<file path="config.mk">
export PLATFORM = sky130hd
export DESIGN_NAME = cswm_ctrl
export DESIGN_NICKNAME = d
export VERILOG_FILES = /design/src/cswm_pkg.sv /design/src/cswm_ctrl.sv
export SDC_FILE = /design/constraint.sdc
export NUM_CORES = 1
export LEC_CHECK = 0
export BUFFER_PORTS_ARGS = -buffer_cell sky130_fd_sc_hd__buf_2
export CAP_MARGIN = 40
export CORE_MARGIN = 2
export CORE_UTILIZATION = 42
export DETAILED_ROUTE_END_ITERATION = 8
export PLACE_DENSITY = 0.72
export SYNTH_ARGS = -nofsm -noshare
export SYNTH_HDL_FRONTEND = slang
export SYNTH_SLANG_ARGS = --single-unit
</file>
<file path="constraint.sdc">
create_clock -name sys_clk -period 3.2 [get_ports sys_clk]
set_input_delay 0.16 -clock sys_clk [delete_from_list [all_inputs] [get_ports sys_clk]]
set_output_delay 0.16 -clock sys_clk [all_outputs]
set_load 0.1 [all_outputs]
</file>
<file path="src/cswm_pkg.sv">
// package for the selective-wake mode control channel
// assumes one 20 MHz system clock and a plain register port
package cswm_pkg;

  // ************************************************************
  // register offsets
  // ************************************************************
  localparam logic [3:0] ADDR_MODE   = 4'h0;
  localparam logic [3:0] ADDR_STATUS = 4'h1;
  localparam logic [3:0] ADDR_CHIP   = 4'h2;

  // ************************************************************
  // field positions, reset values and error count limits
  // ************************************************************
  localparam int STAT_SILENCE_POS = 0;
  localparam int STAT_SYNC_POS    = 1;
  localparam int STAT_ARMED_POS   = 2;
  localparam int STAT_FAULT_POS   = 3;
  localparam int STAT_ECNT_POS    = 8;
  localparam logic [2:0] MODE_RESET  = 3'h0;
  localparam logic [5:0] ECNT_MAX    = 6'h1f;
  localparam logic [5:0] ECNT_OVF    = 6'h20;

  // ************************************************************
  // transceiver mode codes
  // ************************************************************
  localparam logic [2:0] XM_OFF0     = 3'h0;
  localparam logic [2:0] XM_WAKE     = 3'h1;
  localparam logic [2:0] XM_RXONLY   = 3'h2;
  localparam logic [2:0] XM_NORMAL   = 3'h3;
  localparam logic [2:0] XM_OFF1     = 3'h4;
  localparam logic [2:0] XM_SWK      = 3'h5;
  localparam logic [2:0] XM_RX_SWK   = 3'h6;
  localparam logic [2:0] XM_NORM_SWK = 3'h7;

  // ************************************************************
  // timing
  // ************************************************************
  localparam int CLK_HZ          = 20000000;
  localparam int SILENCE_US      = 1000;
  localparam int SILENCE_CYCLES  = SILENCE_US * (CLK_HZ / 1000000);

  // ************************************************************
  // types
  // ************************************************************
  typedef enum logic [1:0] {CHIP_NORMAL, CHIP_STOP, CHIP_SLEEP} cswm_chip_type;

  typedef enum logic [2:0] {
    SW_IDLE, SW_WUF_DET, SW_WUP_DET1, SW_WUP_DET2, SW_WOKEN
  } cswm_swk_state_type;

  typedef struct packed {
    logic wake_pattern;
    logic wake_frame;
    logic frame_valid;
    logic proto_error;
    logic dominant;
    logic cfg_ok;
  } cswm_bus_ev_type;

endpackage : cswm_pkg
</file>
<file path="src/cswm_ctrl.sv">
// mode control and status flags of one selective-wake transceiver channel
// bus events come from a same-clock frame decoder; registers over plain port
`timescale 1ns/1ps
`default_nettype none

module cswm_ctrl #(
  parameter int SILENCE_COUNT = cswm_pkg::SILENCE_CYCLES
) (
  // clock and reset
  input  wire logic                     sys_clk,
  input  wire logic                     sys_rst,
  // register port
  input  wire logic [3:0]               reg_addr,
  input  wire logic [15:0]              reg_wdata,
  input  wire logic                     reg_wr,
  input  wire logic                     reg_rd,
  output var  logic [15:0]              reg_rdata,
  // bus events from decoder
  input  wire cswm_pkg::cswm_bus_ev_type bus_ev,
  input  wire logic                     transmit_data_in,
  input  wire logic                     bus_rx_level,
  // transceiver controls
  output var  logic                     receive_data_out,
  output var  logic                     bus_tx_enable,
  output var  logic                     receive_enable,
  output var  logic                     can_wake_irq,
  output var  logic                     xcvr_woken
);

  // ************************************************************
  // state
  // ************************************************************
  logic [2:0]                       mode;
  cswm_pkg::cswm_chip_type          chip;
  cswm_pkg::cswm_swk_state_type     swk_state;
  logic                             bus_silence_flag;
  logic                             frame_sync_flag;
  logic                             wake_armed_flag;
  logic                             selective_wake_fault_flag;
  logic [5:0]                       protocol_error_count;
  logic [31:0]                      silence_timer;
  logic                             xcvr_mode_bit0;
  logic                             xcvr_mode_bit1;
  logic                             xcvr_mode_bit2;
  logic                             enabled;
  logic                             swk_mode;
  logic                             swk_active;
  logic                             silence_expired;
  logic                             in_detect;
  logic                             ecnt_overflow;
  logic                             wake_event;
  logic                             mode_wr;
  logic                             chip_wr;
  logic                             to_stop;
  logic [2:0]                       next_mode;
  cswm_pkg::cswm_chip_type          next_chip;
  logic                             swk_arm_wr;
  logic                             wuf_wake;
  logic                             wup_wake;
  logic                             silence_restart;
  logic                             ecnt_clear;
  logic                             ecnt_freeze;
  logic                             fault_set;
  logic                             fault_clr_wr;
  logic                             armed_set;
  logic                             tx_mode;
  logic [15:0]                      status_word;

  // ************************************************************
  // mode decode
  // ************************************************************
  assign xcvr_mode_bit0 = mode[0];
  assign xcvr_mode_bit1 = mode[1];
  assign xcvr_mode_bit2 = mode[2];
  // off codes 000 and 100 leave both low bits clear
  assign enabled  = xcvr_mode_bit0 | xcvr_mode_bit1;
  assign swk_mode = xcvr_mode_bit2 & enabled;
  assign swk_active = swk_mode & ~selective_wake_fault_flag;
  assign in_detect = (swk_state == cswm_pkg::SW_WUF_DET) ||
                     (swk_state == cswm_pkg::SW_WUP_DET2);
  assign silence_expired = in_detect && (silence_timer >= 32'(SILENCE_COUNT - 1));
  assign ecnt_overflow = bus_ev.proto_error && (protocol_error_count == cswm_pkg::ECNT_MAX);
  assign mode_wr = reg_wr && (reg_addr == cswm_pkg::ADDR_MODE) &&
                   (chip == cswm_pkg::CHIP_NORMAL);
  assign chip_wr = reg_wr && (reg_addr == cswm_pkg::ADDR_CHIP);
  assign to_stop = chip_wr && (chip == cswm_pkg::CHIP_NORMAL) &&
                   (reg_wdata[1:0] == 2'h1);

  // ************************************************************
  // named conditions
  // ************************************************************
  // a frame wakes only in frame detection, a pattern only after a fault
  assign wuf_wake   = (swk_state == cswm_pkg::SW_WUF_DET) && bus_ev.wake_frame;
  assign wup_wake   = (swk_state == cswm_pkg::SW_WUP_DET2) && bus_ev.wake_pattern;
  assign wake_event = wuf_wake || wup_wake || ecnt_overflow;
  assign swk_arm_wr = mode_wr && reg_wdata[2] && (reg_wdata[1:0] != 2'h0);
  assign silence_restart = !in_detect || bus_ev.dominant || silence_expired;
  assign ecnt_clear  = !swk_mode || (swk_state == cswm_pkg::SW_IDLE);
  assign ecnt_freeze = swk_state == cswm_pkg::SW_WOKEN;
  // fault set only by overflow in a selective-wake mode or a mode write with bit 2 set (100 included) without cfg_ok; host clear needs cfg_ok while bit 2 is set
  assign fault_set    = (ecnt_overflow && swk_mode) || (mode_wr && reg_wdata[2] && !bus_ev.cfg_ok);
  assign fault_clr_wr = reg_wr && (reg_addr == cswm_pkg::ADDR_STATUS) &&
                        reg_wdata[cswm_pkg::STAT_FAULT_POS] &&
                        (!xcvr_mode_bit2 || bus_ev.cfg_ok);
  assign armed_set = (swk_active && (swk_state == cswm_pkg::SW_WUF_DET ||
                                     swk_state == cswm_pkg::SW_WUP_DET1)) ||
                     (selective_wake_fault_flag && swk_state == cswm_pkg::SW_WUP_DET2);
  assign tx_mode = (mode == cswm_pkg::XM_NORMAL || mode == cswm_pkg::XM_NORM_SWK) &&
                   (chip == cswm_pkg::CHIP_NORMAL);

  // ************************************************************
  // stop-entry remap
  // ************************************************************
  always_comb begin
    next_mode = mode;
    // only bit 1 clears; the top bit survives a fault
    if (mode == cswm_pkg::XM_NORMAL) begin
      next_mode = cswm_pkg::XM_WAKE;
    end else if (mode == cswm_pkg::XM_NORM_SWK) begin
      next_mode = cswm_pkg::XM_SWK;
    end
  end

  // ************************************************************
  // chip mode and mode field
  // ************************************************************
  // low-power entry does not wait for frame sync
  always_comb begin
    unique case (reg_wdata[1:0])
      2'h1:    next_chip = cswm_pkg::CHIP_STOP;
      2'h2:    next_chip = cswm_pkg::CHIP_SLEEP;
      default: next_chip = cswm_pkg::CHIP_NORMAL;
    endcase
  end

  always_ff @(posedge sys_clk) begin
    if (sys_rst) begin
      chip <= cswm_pkg::CHIP_NORMAL;
    end else if (chip_wr) begin
      chip <= next_chip;
    end
  end

  always_ff @(posedge sys_clk) begin
    if (sys_rst) begin
      mode <= cswm_pkg::MODE_RESET;
    end else if (mode_wr) begin
      // writes outside normal chip mode never reach here
      mode <= reg_wdata[2:0];
    end else if (to_stop) begin
      mode <= next_mode;
    end
  end

  // ************************************************************
  // selective-wake sequencer
  // ************************************************************
  always_ff @(posedge sys_clk) begin
    if (sys_rst) begin
      swk_state <= cswm_pkg::SW_IDLE;
    end else if (!swk_mode || mode_wr) begin
      // a mode write to an enabled selective-wake code rearms the sequencer; any other mode write idles it
      if (swk_arm_wr) begin
        swk_state <= cswm_pkg::SW_WUF_DET;
      end else begin
        swk_state <= cswm_pkg::SW_IDLE;
      end
    end else begin
      unique case (swk_state)
        cswm_pkg::SW_IDLE:     swk_state <= cswm_pkg::SW_WUF_DET;
        cswm_pkg::SW_WUF_DET: begin
          if (wake_event) begin
            swk_state <= cswm_pkg::SW_WOKEN;
          end else if (silence_expired) begin
            swk_state <= selective_wake_fault_flag ? cswm_pkg::SW_WUP_DET2 : cswm_pkg::SW_WUP_DET1;
          end
        end
        cswm_pkg::SW_WUP_DET1: begin
          if (bus_ev.wake_pattern) begin
            swk_state <= cswm_pkg::SW_WUF_DET;
          end
        end
        cswm_pkg::SW_WUP_DET2: begin
          if (wake_event) begin
            swk_state <= cswm_pkg::SW_WOKEN;
          end
        end
        cswm_pkg::SW_WOKEN:    swk_state <= cswm_pkg::SW_WOKEN;
        default:               swk_state <= cswm_pkg::SW_IDLE;
      endcase
    end
  end

  // ************************************************************
  // silence timer and error counter
  // ************************************************************
  always_ff @(posedge sys_clk) begin
    if (sys_rst) begin
      silence_timer <= 32'h0;
    end else if (silence_restart) begin
      // timer only runs in the SW_WUF_DET and SW_WUP_DET2 detection states
      silence_timer <= 32'h0;
    end else begin
      silence_timer <= silence_timer + 32'h1;
    end
  end

  always_ff @(posedge sys_clk) begin
    if (sys_rst) begin
      protocol_error_count <= 6'h0;
    end else if (ecnt_clear) begin
      protocol_error_count <= 6'h0;
    end else if (ecnt_freeze) begin
      // count is held after a wake for the host to read
      protocol_error_count <= protocol_error_count;
    end else if (ecnt_overflow) begin
      protocol_error_count <= cswm_pkg::ECNT_OVF;
    end else if (bus_ev.proto_error) begin
      protocol_error_count <= protocol_error_count + 6'h1;
    end else if (bus_ev.frame_valid && protocol_error_count != 6'h0) begin
      // a good frame steps the count back down
      protocol_error_count <= protocol_error_count - 6'h1;
    end
  end

  // ************************************************************
  // status flags
  // ************************************************************
  always_ff @(posedge sys_clk) begin
    if (sys_rst) begin
      bus_silence_flag <= 1'b0;
    end else if (silence_expired) begin
      // expiry wins over a pattern in the same cycle
      bus_silence_flag <= 1'b1;
    end else if (bus_ev.wake_pattern) begin
      bus_silence_flag <= 1'b0;
    end
  end

  always_ff @(posedge sys_clk) begin
    if (sys_rst) begin
      frame_sync_flag <= 1'b0;
    end else if (!enabled) begin
      // transceiver off keeps the decoder unsynchronised
      frame_sync_flag <= 1'b0;
    end else if (bus_ev.proto_error) begin
      frame_sync_flag <= 1'b0;
    end else if (bus_ev.frame_valid) begin
      frame_sync_flag <= 1'b1;
    end
  end

  always_ff @(posedge sys_clk) begin
    if (sys_rst) begin
      selective_wake_fault_flag <= 1'b0;
    end else if (fault_set) begin
      // set beats a host clear in the same cycle
      selective_wake_fault_flag <= 1'b1;
    end else if (fault_clr_wr) begin
      selective_wake_fault_flag <= 1'b0;
    end
  end

  always_ff @(posedge sys_clk) begin
    if (sys_rst) begin
      wake_armed_flag <= 1'b0;
    end else if (!xcvr_mode_bit2 || wake_event) begin
      // a wake clears even while the arm condition still holds
      wake_armed_flag <= 1'b0;
    end else if (armed_set) begin
      wake_armed_flag <= 1'b1;
    end
  end

  // ************************************************************
  // transceiver outputs
  // ************************************************************
  always_ff @(posedge sys_clk) begin
    if (sys_rst) begin
      receive_enable <= 1'b0;
    end else begin
      receive_enable <= xcvr_mode_bit1;
    end
  end

  always_ff @(posedge sys_clk) begin
    if (sys_rst) begin
      bus_tx_enable <= 1'b0;
    end else begin
      bus_tx_enable <= tx_mode && !transmit_data_in;
    end
  end

  // receive path idles high outside receive modes, never forced low
  always_ff @(posedge sys_clk) begin
    if (sys_rst) begin
      receive_data_out <= 1'b1;
    end else begin
      receive_data_out <= xcvr_mode_bit1 ? bus_rx_level : 1'b1;
    end
  end

  always_ff @(posedge sys_clk) begin
    if (sys_rst) begin
      can_wake_irq <= 1'b0;
    end else begin
      can_wake_irq <= wake_event && chip != cswm_pkg::CHIP_SLEEP;
    end
  end

  always_ff @(posedge sys_clk) begin
    if (sys_rst) begin
      xcvr_woken <= 1'b0;
    end else begin
      xcvr_woken <= swk_state == cswm_pkg::SW_WOKEN || wake_event;
    end
  end

  // ************************************************************
  // status word
  // ************************************************************
  always_comb begin
    status_word = 16'h0;
    status_word[cswm_pkg::STAT_SILENCE_POS]   = bus_silence_flag;
    status_word[cswm_pkg::STAT_SYNC_POS]      = frame_sync_flag;
    status_word[cswm_pkg::STAT_ARMED_POS]     = wake_armed_flag;
    status_word[cswm_pkg::STAT_FAULT_POS]     = selective_wake_fault_flag;
    status_word[cswm_pkg::STAT_ECNT_POS +: 6] = protocol_error_count;
  end

  // ************************************************************
  // register read
  // ************************************************************
  always_ff @(posedge sys_clk) begin
    if (sys_rst) begin
      reg_rdata <= 16'h0;
    end else if (reg_rd) begin
      unique case (reg_addr)
        cswm_pkg::ADDR_MODE:   reg_rdata <= {13'h0, mode};
        cswm_pkg::ADDR_STATUS: reg_rdata <= status_word;
        cswm_pkg::ADDR_CHIP:   reg_rdata <= {14'h0, chip};
        default:               reg_rdata <= 16'h0;
      endcase
    end else begin
      reg_rdata <= 16'h0;
    end
  end

endmodule : cswm_ctrl

`default_nettype wire

</file>
Yosys cells after proc, flatten, opt, wreduce, memory -nomap -nowiden:

Index checks and enable logic that the tools add are counted.

* input bits: 32
* bits in registers: 71
* output and inout port bits: 21
* word-level logic and storage cells: 123

* bitwise operators: 8
* reductions and logical operators: 60
* order comparisons: 1
* muxes and demuxes: 21
* add/subtract/negate cells: 3
* equality and inequality tests: 15

Operators with widths (count)
* 14-bit one-hot mux with 3 select lines: 1
* 32-bit by 1-bit adder with 32-bit output, second input constant: 1
* 32-bit by 15-bit >= comparator with 1-bit output, second input constant: 1
* 3-bit two-way mux: 9
* 1-bit logical AND: 22
* 6-bit two-way mux: 3
* 3-bit one-hot mux with 5 select lines: 1
* 1-bit logical OR: 14
* 2-bit OR reduction: 5
* 3-bit by 2-bit equality test with 1-bit output, second input constant: 3
* 2-bit nonzero test: 4
* 6-bit by 1-bit adder with 6-bit output, second input constant: 1
* 3-bit equality test, second input constant: 2
* 6-bit by 5-bit equality test with 1-bit output, second input constant: 1
* 1-bit two-way mux: 6
* 3-bit by 2-bit inequality test with 1-bit output, second input constant: 2
* 3-bit nonzero test: 2
* 6-bit nonzero test: 1
* 6-bit by 1-bit subtractor with 6-bit output, second input constant: 1
* 1-bit zero test: 5
* 1-bit inverter: 5
* 4-bit by 1-bit equality test with 1-bit output, second input constant: 1
* 4-bit by 2-bit equality test with 1-bit output, second input constant: 1
* 4-bit zero test: 1
* other kinds (13): 15

Depth between registers and ports, before layout:

* depth after elaboration: 7
* mapped depth: 8
* gate-level depth less buffers: 7

Worst setup path before layout:

No wires, ideal clock.

* kind: input to register
* start point: in bus_ev[2] (netlist name)
* end point: reg protocol_error_count[5]
* setup slack: 1259 ps
* library setup time: 121 ps
* path buffers: 1
* cell stages on the path: 8
* arrival: 1820 ps
* data required time: 3079 ps
* path through: buf_2 inv_1 ha_1 o21ai_0 or4b_2 o311ai_0 mux2i_1 nor3_1

* longest elaborated chain between the ends: 3
* elaborated cells on any way between the ends: 5
* those cells by class: mux (2); reduce/logical (3)

RTL lines
* start: declaration: RTL line cswm_ctrl.sv:19 `input wire cswm_pkg::cswm_bus_ev_type bus_ev,`
* 1-bit logical AND: RTL line cswm_ctrl.sv:82 `assign ecnt_overflow = bus_ev.proto_error && (protocol_error_count == cswm_pkg::ECNT_MAX);`
* 3-bit nonzero test (no line)
* 2-bit AND reduction (no line)
* end signal: assignment: RTL line cswm_ctrl.sv:215 `protocol_error_count <= protocol_error_count;`
* end signal: assignment: RTL line cswm_ctrl.sv:217 `protocol_error_count <= cswm_pkg::ECNT_OVF;`
* end signal: assignment: RTL line cswm_ctrl.sv:219 `protocol_error_count <= protocol_error_count + 6'h1;`
* end: declaration: RTL line cswm_ctrl.sv:40 `logic [5:0] protocol_error_count;`

Parallel ways exist; a longest one is shown, timed or not.
A chain may end at the register's enable or synchronous reset.

Worst setup path after layout:

* start point: reg silence_timer[7]
* end point: reg silence_timer[2]

* longest elaborated chain between the ends: 4

RTL lines
* start: declaration: RTL line cswm_ctrl.sv:41 `logic [31:0] silence_timer;`
* start signal: assignment: RTL line cswm_ctrl.sv:204 `silence_timer <= silence_timer + 32'h1;`
* 32-bit by 15-bit >= comparator with 1-bit output: RTL line cswm_ctrl.sv:81 `assign silence_expired = in_detect && (silence_timer >= 32'(SILENCE_COUNT - 1));`
* 1-bit logical AND: RTL line cswm_ctrl.sv:81
* 1-bit logical OR: RTL line cswm_ctrl.sv:97 `assign silence_restart = !in_detect || bus_ev.dominant || silence_expired;`
* 2-bit OR reduction (no line)

No other way between the ends.

==> summary.md <==
| Metric | Value |
|---|---|
| Outcome | completed |
| Static leakage power | 1.260 nW |
| Switching power | 0.3709 mW |
| Top cell by count, worst path | or4_1 |
| Relative max-transition margin | 37.52% |
| Data required, critical path | 3.47 ns |
| RSZ-0062 raised after global routing | false |
| Flop and latch count out of synthesis | 65 |
| Global Route Usage Sum | 15.11% |
| Initial Utilization | 43.41% |
| Family with the most delay on the worst path | simple AND/OR/NAND/NOR gates |
| Clock transition at the registers of the reported paths | 0.07 ns |
| # clock sinks | 65 |
| Type of destination of the critical path | flop |
| Core box area | 6350 um2 |
| Number of vias per cell after detailed routing | 5.035 |
| Number of gates given a new drive strength after cts | 0 |
| CP max stage cell | or4_1 |
| Type of element launching the critical path | flop |
| Most common library cell in the layout ignoring fill and taps | dfxtp_1 |
| Post-layout total power | 1.594 mW |
| Switching part of the total | 23.26% |
| Chip Height | 85.01 um |
| Areal power density over the cells | 490.9 nW/um2 |
| GP Congestion | 0.8966 |
| Buffer cell driving the clock tree root | clkbuf_8 |
| Fraction of synthesis flops using an asynchronous set or reset pin | 0% |
| Clock buffer depth | 2 |
| Count of buffers added by post-CTS timing repair for setup | 0 |
| Number of enable-type register cells in the synthesized netlist | 0 |
| Count of buffers from port buffering | 34 |
| Cell types occupying the most area after synthesis | dfxtp_1 47%, nor2_1 3.7%, nor2_4 3.3% |
| Reg-to-Reg Start | silence_timer[7] |
| Max stage delay on crit path | 0.58 ns |
| Antenna violations before repair | 0 |
| N_diodes | 0 |
| Overall die area | 7227 um2 |
| Endpoints failing hold | 0 |
| Count of mapped cells out of synthesis | 283 |
| MaxCap Viol Count | 0 |
| Number of pins with negative max-slew slack in the final report | 0 |
| Number of design-rule violations left by the first detailed-router iteration | 62 |
| Die outline width | 85.01 um |
| Flip-flop cell with the highest count after synthesis | dfxtp_1 |
| Setup slack, reg-to-reg | 1.08 ns |
| Peak fanout along the critical path | 12 |
| # IOs | 53 |
| Clock Power Share | 42.8% |
| Total via count after detailed routing | 2130 |
| Sequential share of power | 51.8% |
| Total internal power | 1.224 mW |
| Comb power frac | 5.4% |
| Post-Route WL | 5.149 mm |
| Via count of the first global-routing pass | 1943 |
| Nets | 379 |
| Count of antenna-violating nets left after detailed routing | 0 |
| Arrival time worst endpoint | 2.39 ns |
| Startpoint-to-endpoint class of the critical path | flop to flop |
| Proportion of synthesized chip area in sequential cells | 47.21% |
| Clock latency on the worst-skew pair | 0.33 ns |
| Netlist cell types | 56 |
| Type of the tightest min-delay check | input pin to flop |
| Critical register-to-register path endpoint | silence_timer[2] |
| Tmin final | 2.124 ns |
| Avg Inst Size Synth | 9.740 um2 |
| Clock buffer count from CTS | 9 |
| Total negative slack | 0 ns |
| Period Utilization, post-route | 66.36% |
| Share of the synthesized area in the top cell type | 47.21% |
| Total congestion overflow | 0 |
| Number of instances on the worst hold path | 2 |
| Half-perimeter wire length of the detailed placement result | 3.721 mm |
| Maximum clock frequency | 470.9 MHz |
| Depth of the most critical reg-to-reg path | 6 |
| Cell taking the most area after synthesis | dfxtp_1 |
| Launch instance of the worst min-delay path | reg_addr[1] |
| Cell breakdown of the critical path | or4_1 -> o22ai_2 -> o211ai_2 -> or4_1 -> buf_8 -> nor2_1 |
| Wire per inst | 12.17 um |
| Deepest level of the CTS H-tree | 3 |
| Number of hold buffers added after CTS | 2 |
| Sum of buffers and inverters on the critical path | 1 |
| Fraction of layout cells with a size suffix above 1 | 21.10% |
| Remaining routing DRC violations | 0 |
| Setup-violating endpoint count in the final report | 0 |
| Most frequent cells in the layout | 65 x dfxtp_1, 34 x buf_2, 27 x nor2_1 |
| Cell row count | 29 |
| Layout Skew | 0.007197 ns |
| Wire length of the first global-routing pass | 8.618 mm |
| Post-synth design cell area | 2756 um2 |
| Max rail drop VDD | 298.0 uV |
| Worst Tran Pin Value | 0.9136 ns |
| TritonCTS clock tree | built |
| Endpoint, Worst Hold | reg_rdata[2] |
| Maximum number of pins on one net before global-route repair | 19 |
| Signed area change from the synthesized netlist to the final layout | 17.84% |
| Number of detailed-route iterations in the first pass | 4 |
| Yosys synthesis warning count | 0 |
cell usage after synthesis, types with 2 or more instances:
cell       count
nand3b_1       2
a311oi_1       2
or3_1          2
nor2_4         8
o21ai_0        7
or4_1          7
clkbuf_1       4
a211oi_1       2
nor2_1        27
and2_1         7
nand4_1        2
a2111oi_0      2
nor3b_1        5
or2_2          2
dfxtp_1       65
and4_1         2
nand3_1        5
mux2i_1        6
and3_1         2
nor3_1        12
or4b_2         3
nor2b_1        9
nor4_1         6
a21oi_1       16
buf_4          6
xnor2_1        7
nor2_2         2
ha_1           5
inv_1          7
nand2b_1       3
nand2_1       18
xor2_1         6
per-layer routing:
layer / share of wire (%) / GRT usage (%) / vias up
met3: 3.9 / 5.350 / 12
met2: 49 / 23.58 / 42
met1: 45 / 18.38 / 985
li1: - / - / 1091
met4: 2.3 / 7.792 / 0
met5: 0 / 0 / -
cell type report:
class                      instances  area (um2)
inverter                           7       26.28
sequential                        65        1301
clock inverter                     5       55.05
tap                               77       96.34
clock buffer                      11       141.4
fill                             569        3102
multi-input combinational        220        1415
timing repair buffer              38       212.7
power groups by stage:
stage               clock, mW  sequential (mW)  combinational [mW]
CTS                     0.698            0.826              0.0857
global route            0.736            0.826              0.0935
floorplan                   0            0.844              0.0669
global placement            0            0.844              0.0823
finish                  0.683            0.826              0.0862
detailed placement          0            0.844              0.0838
worst register-to-register path, cell delays in order (launching register included):
cell and delay (ns):
dfxtp_1 0.34, or4_1 0.54, o22ai_2 0.12, o211ai_2 0.13, or4_1 0.58, buf_8 0.23, nor2_1 0.12
state kept, by name, indices dropped and copies added, names as in the netlist, 2 cells and up:
signal,flops
silence_timer,32
protocol_error_count,6
reg_rdata,10
swk_state,3
mode,3
chip,2
worst max path at each step:
stage | from | to | slack [ns] | cells past startpoint
after detailed placement | bus_ev[2] | protocol_error_count[5] | 1.00 | 8
final | silence_timer[7] | silence_timer[2] | 1.08 | 6
after global placement | silence_timer[7] | silence_timer[14] | 0.93 | 5
after CTS | silence_timer[7] | silence_timer[2] | 1.07 | 6
after global routing | protocol_error_count[0] | protocol_error_count[4] | 0.94 | 7
after floorplan | bus_ev[2] | protocol_error_count[5] | 1.26 | 8
logic make-up after synthesis:
kind of cell / after synthesis / synth area share [%]
other cells: 1 / 0.1360
xor+xnor: 13 / 4.131
compound gates: 42 / 10.35
simple gates: 129 / 28.14
buf+inv: 20 / 4.448
mux: 7 / 2.587
flops: 65 / 47.21
fa+ha+maj: 6 / 2.996
per-stage QoR:
step	std cells	setup WS (ns)	util (%)	area, um2	hold slack [ns]
global placement	404	0.9263	47.51	3017	0.3234
detailed placement	405	1.004	47.74	3032	0.3316
finish	423	1.076	51.15	3248	0.07300
global route	423	0.9422	51.15	3248	0.04854
floorplan	305	1.259	-	2839	0.2358
CTS	423	1.068	51.15	3248	0.05288
(Power assumes the default switching activity.)
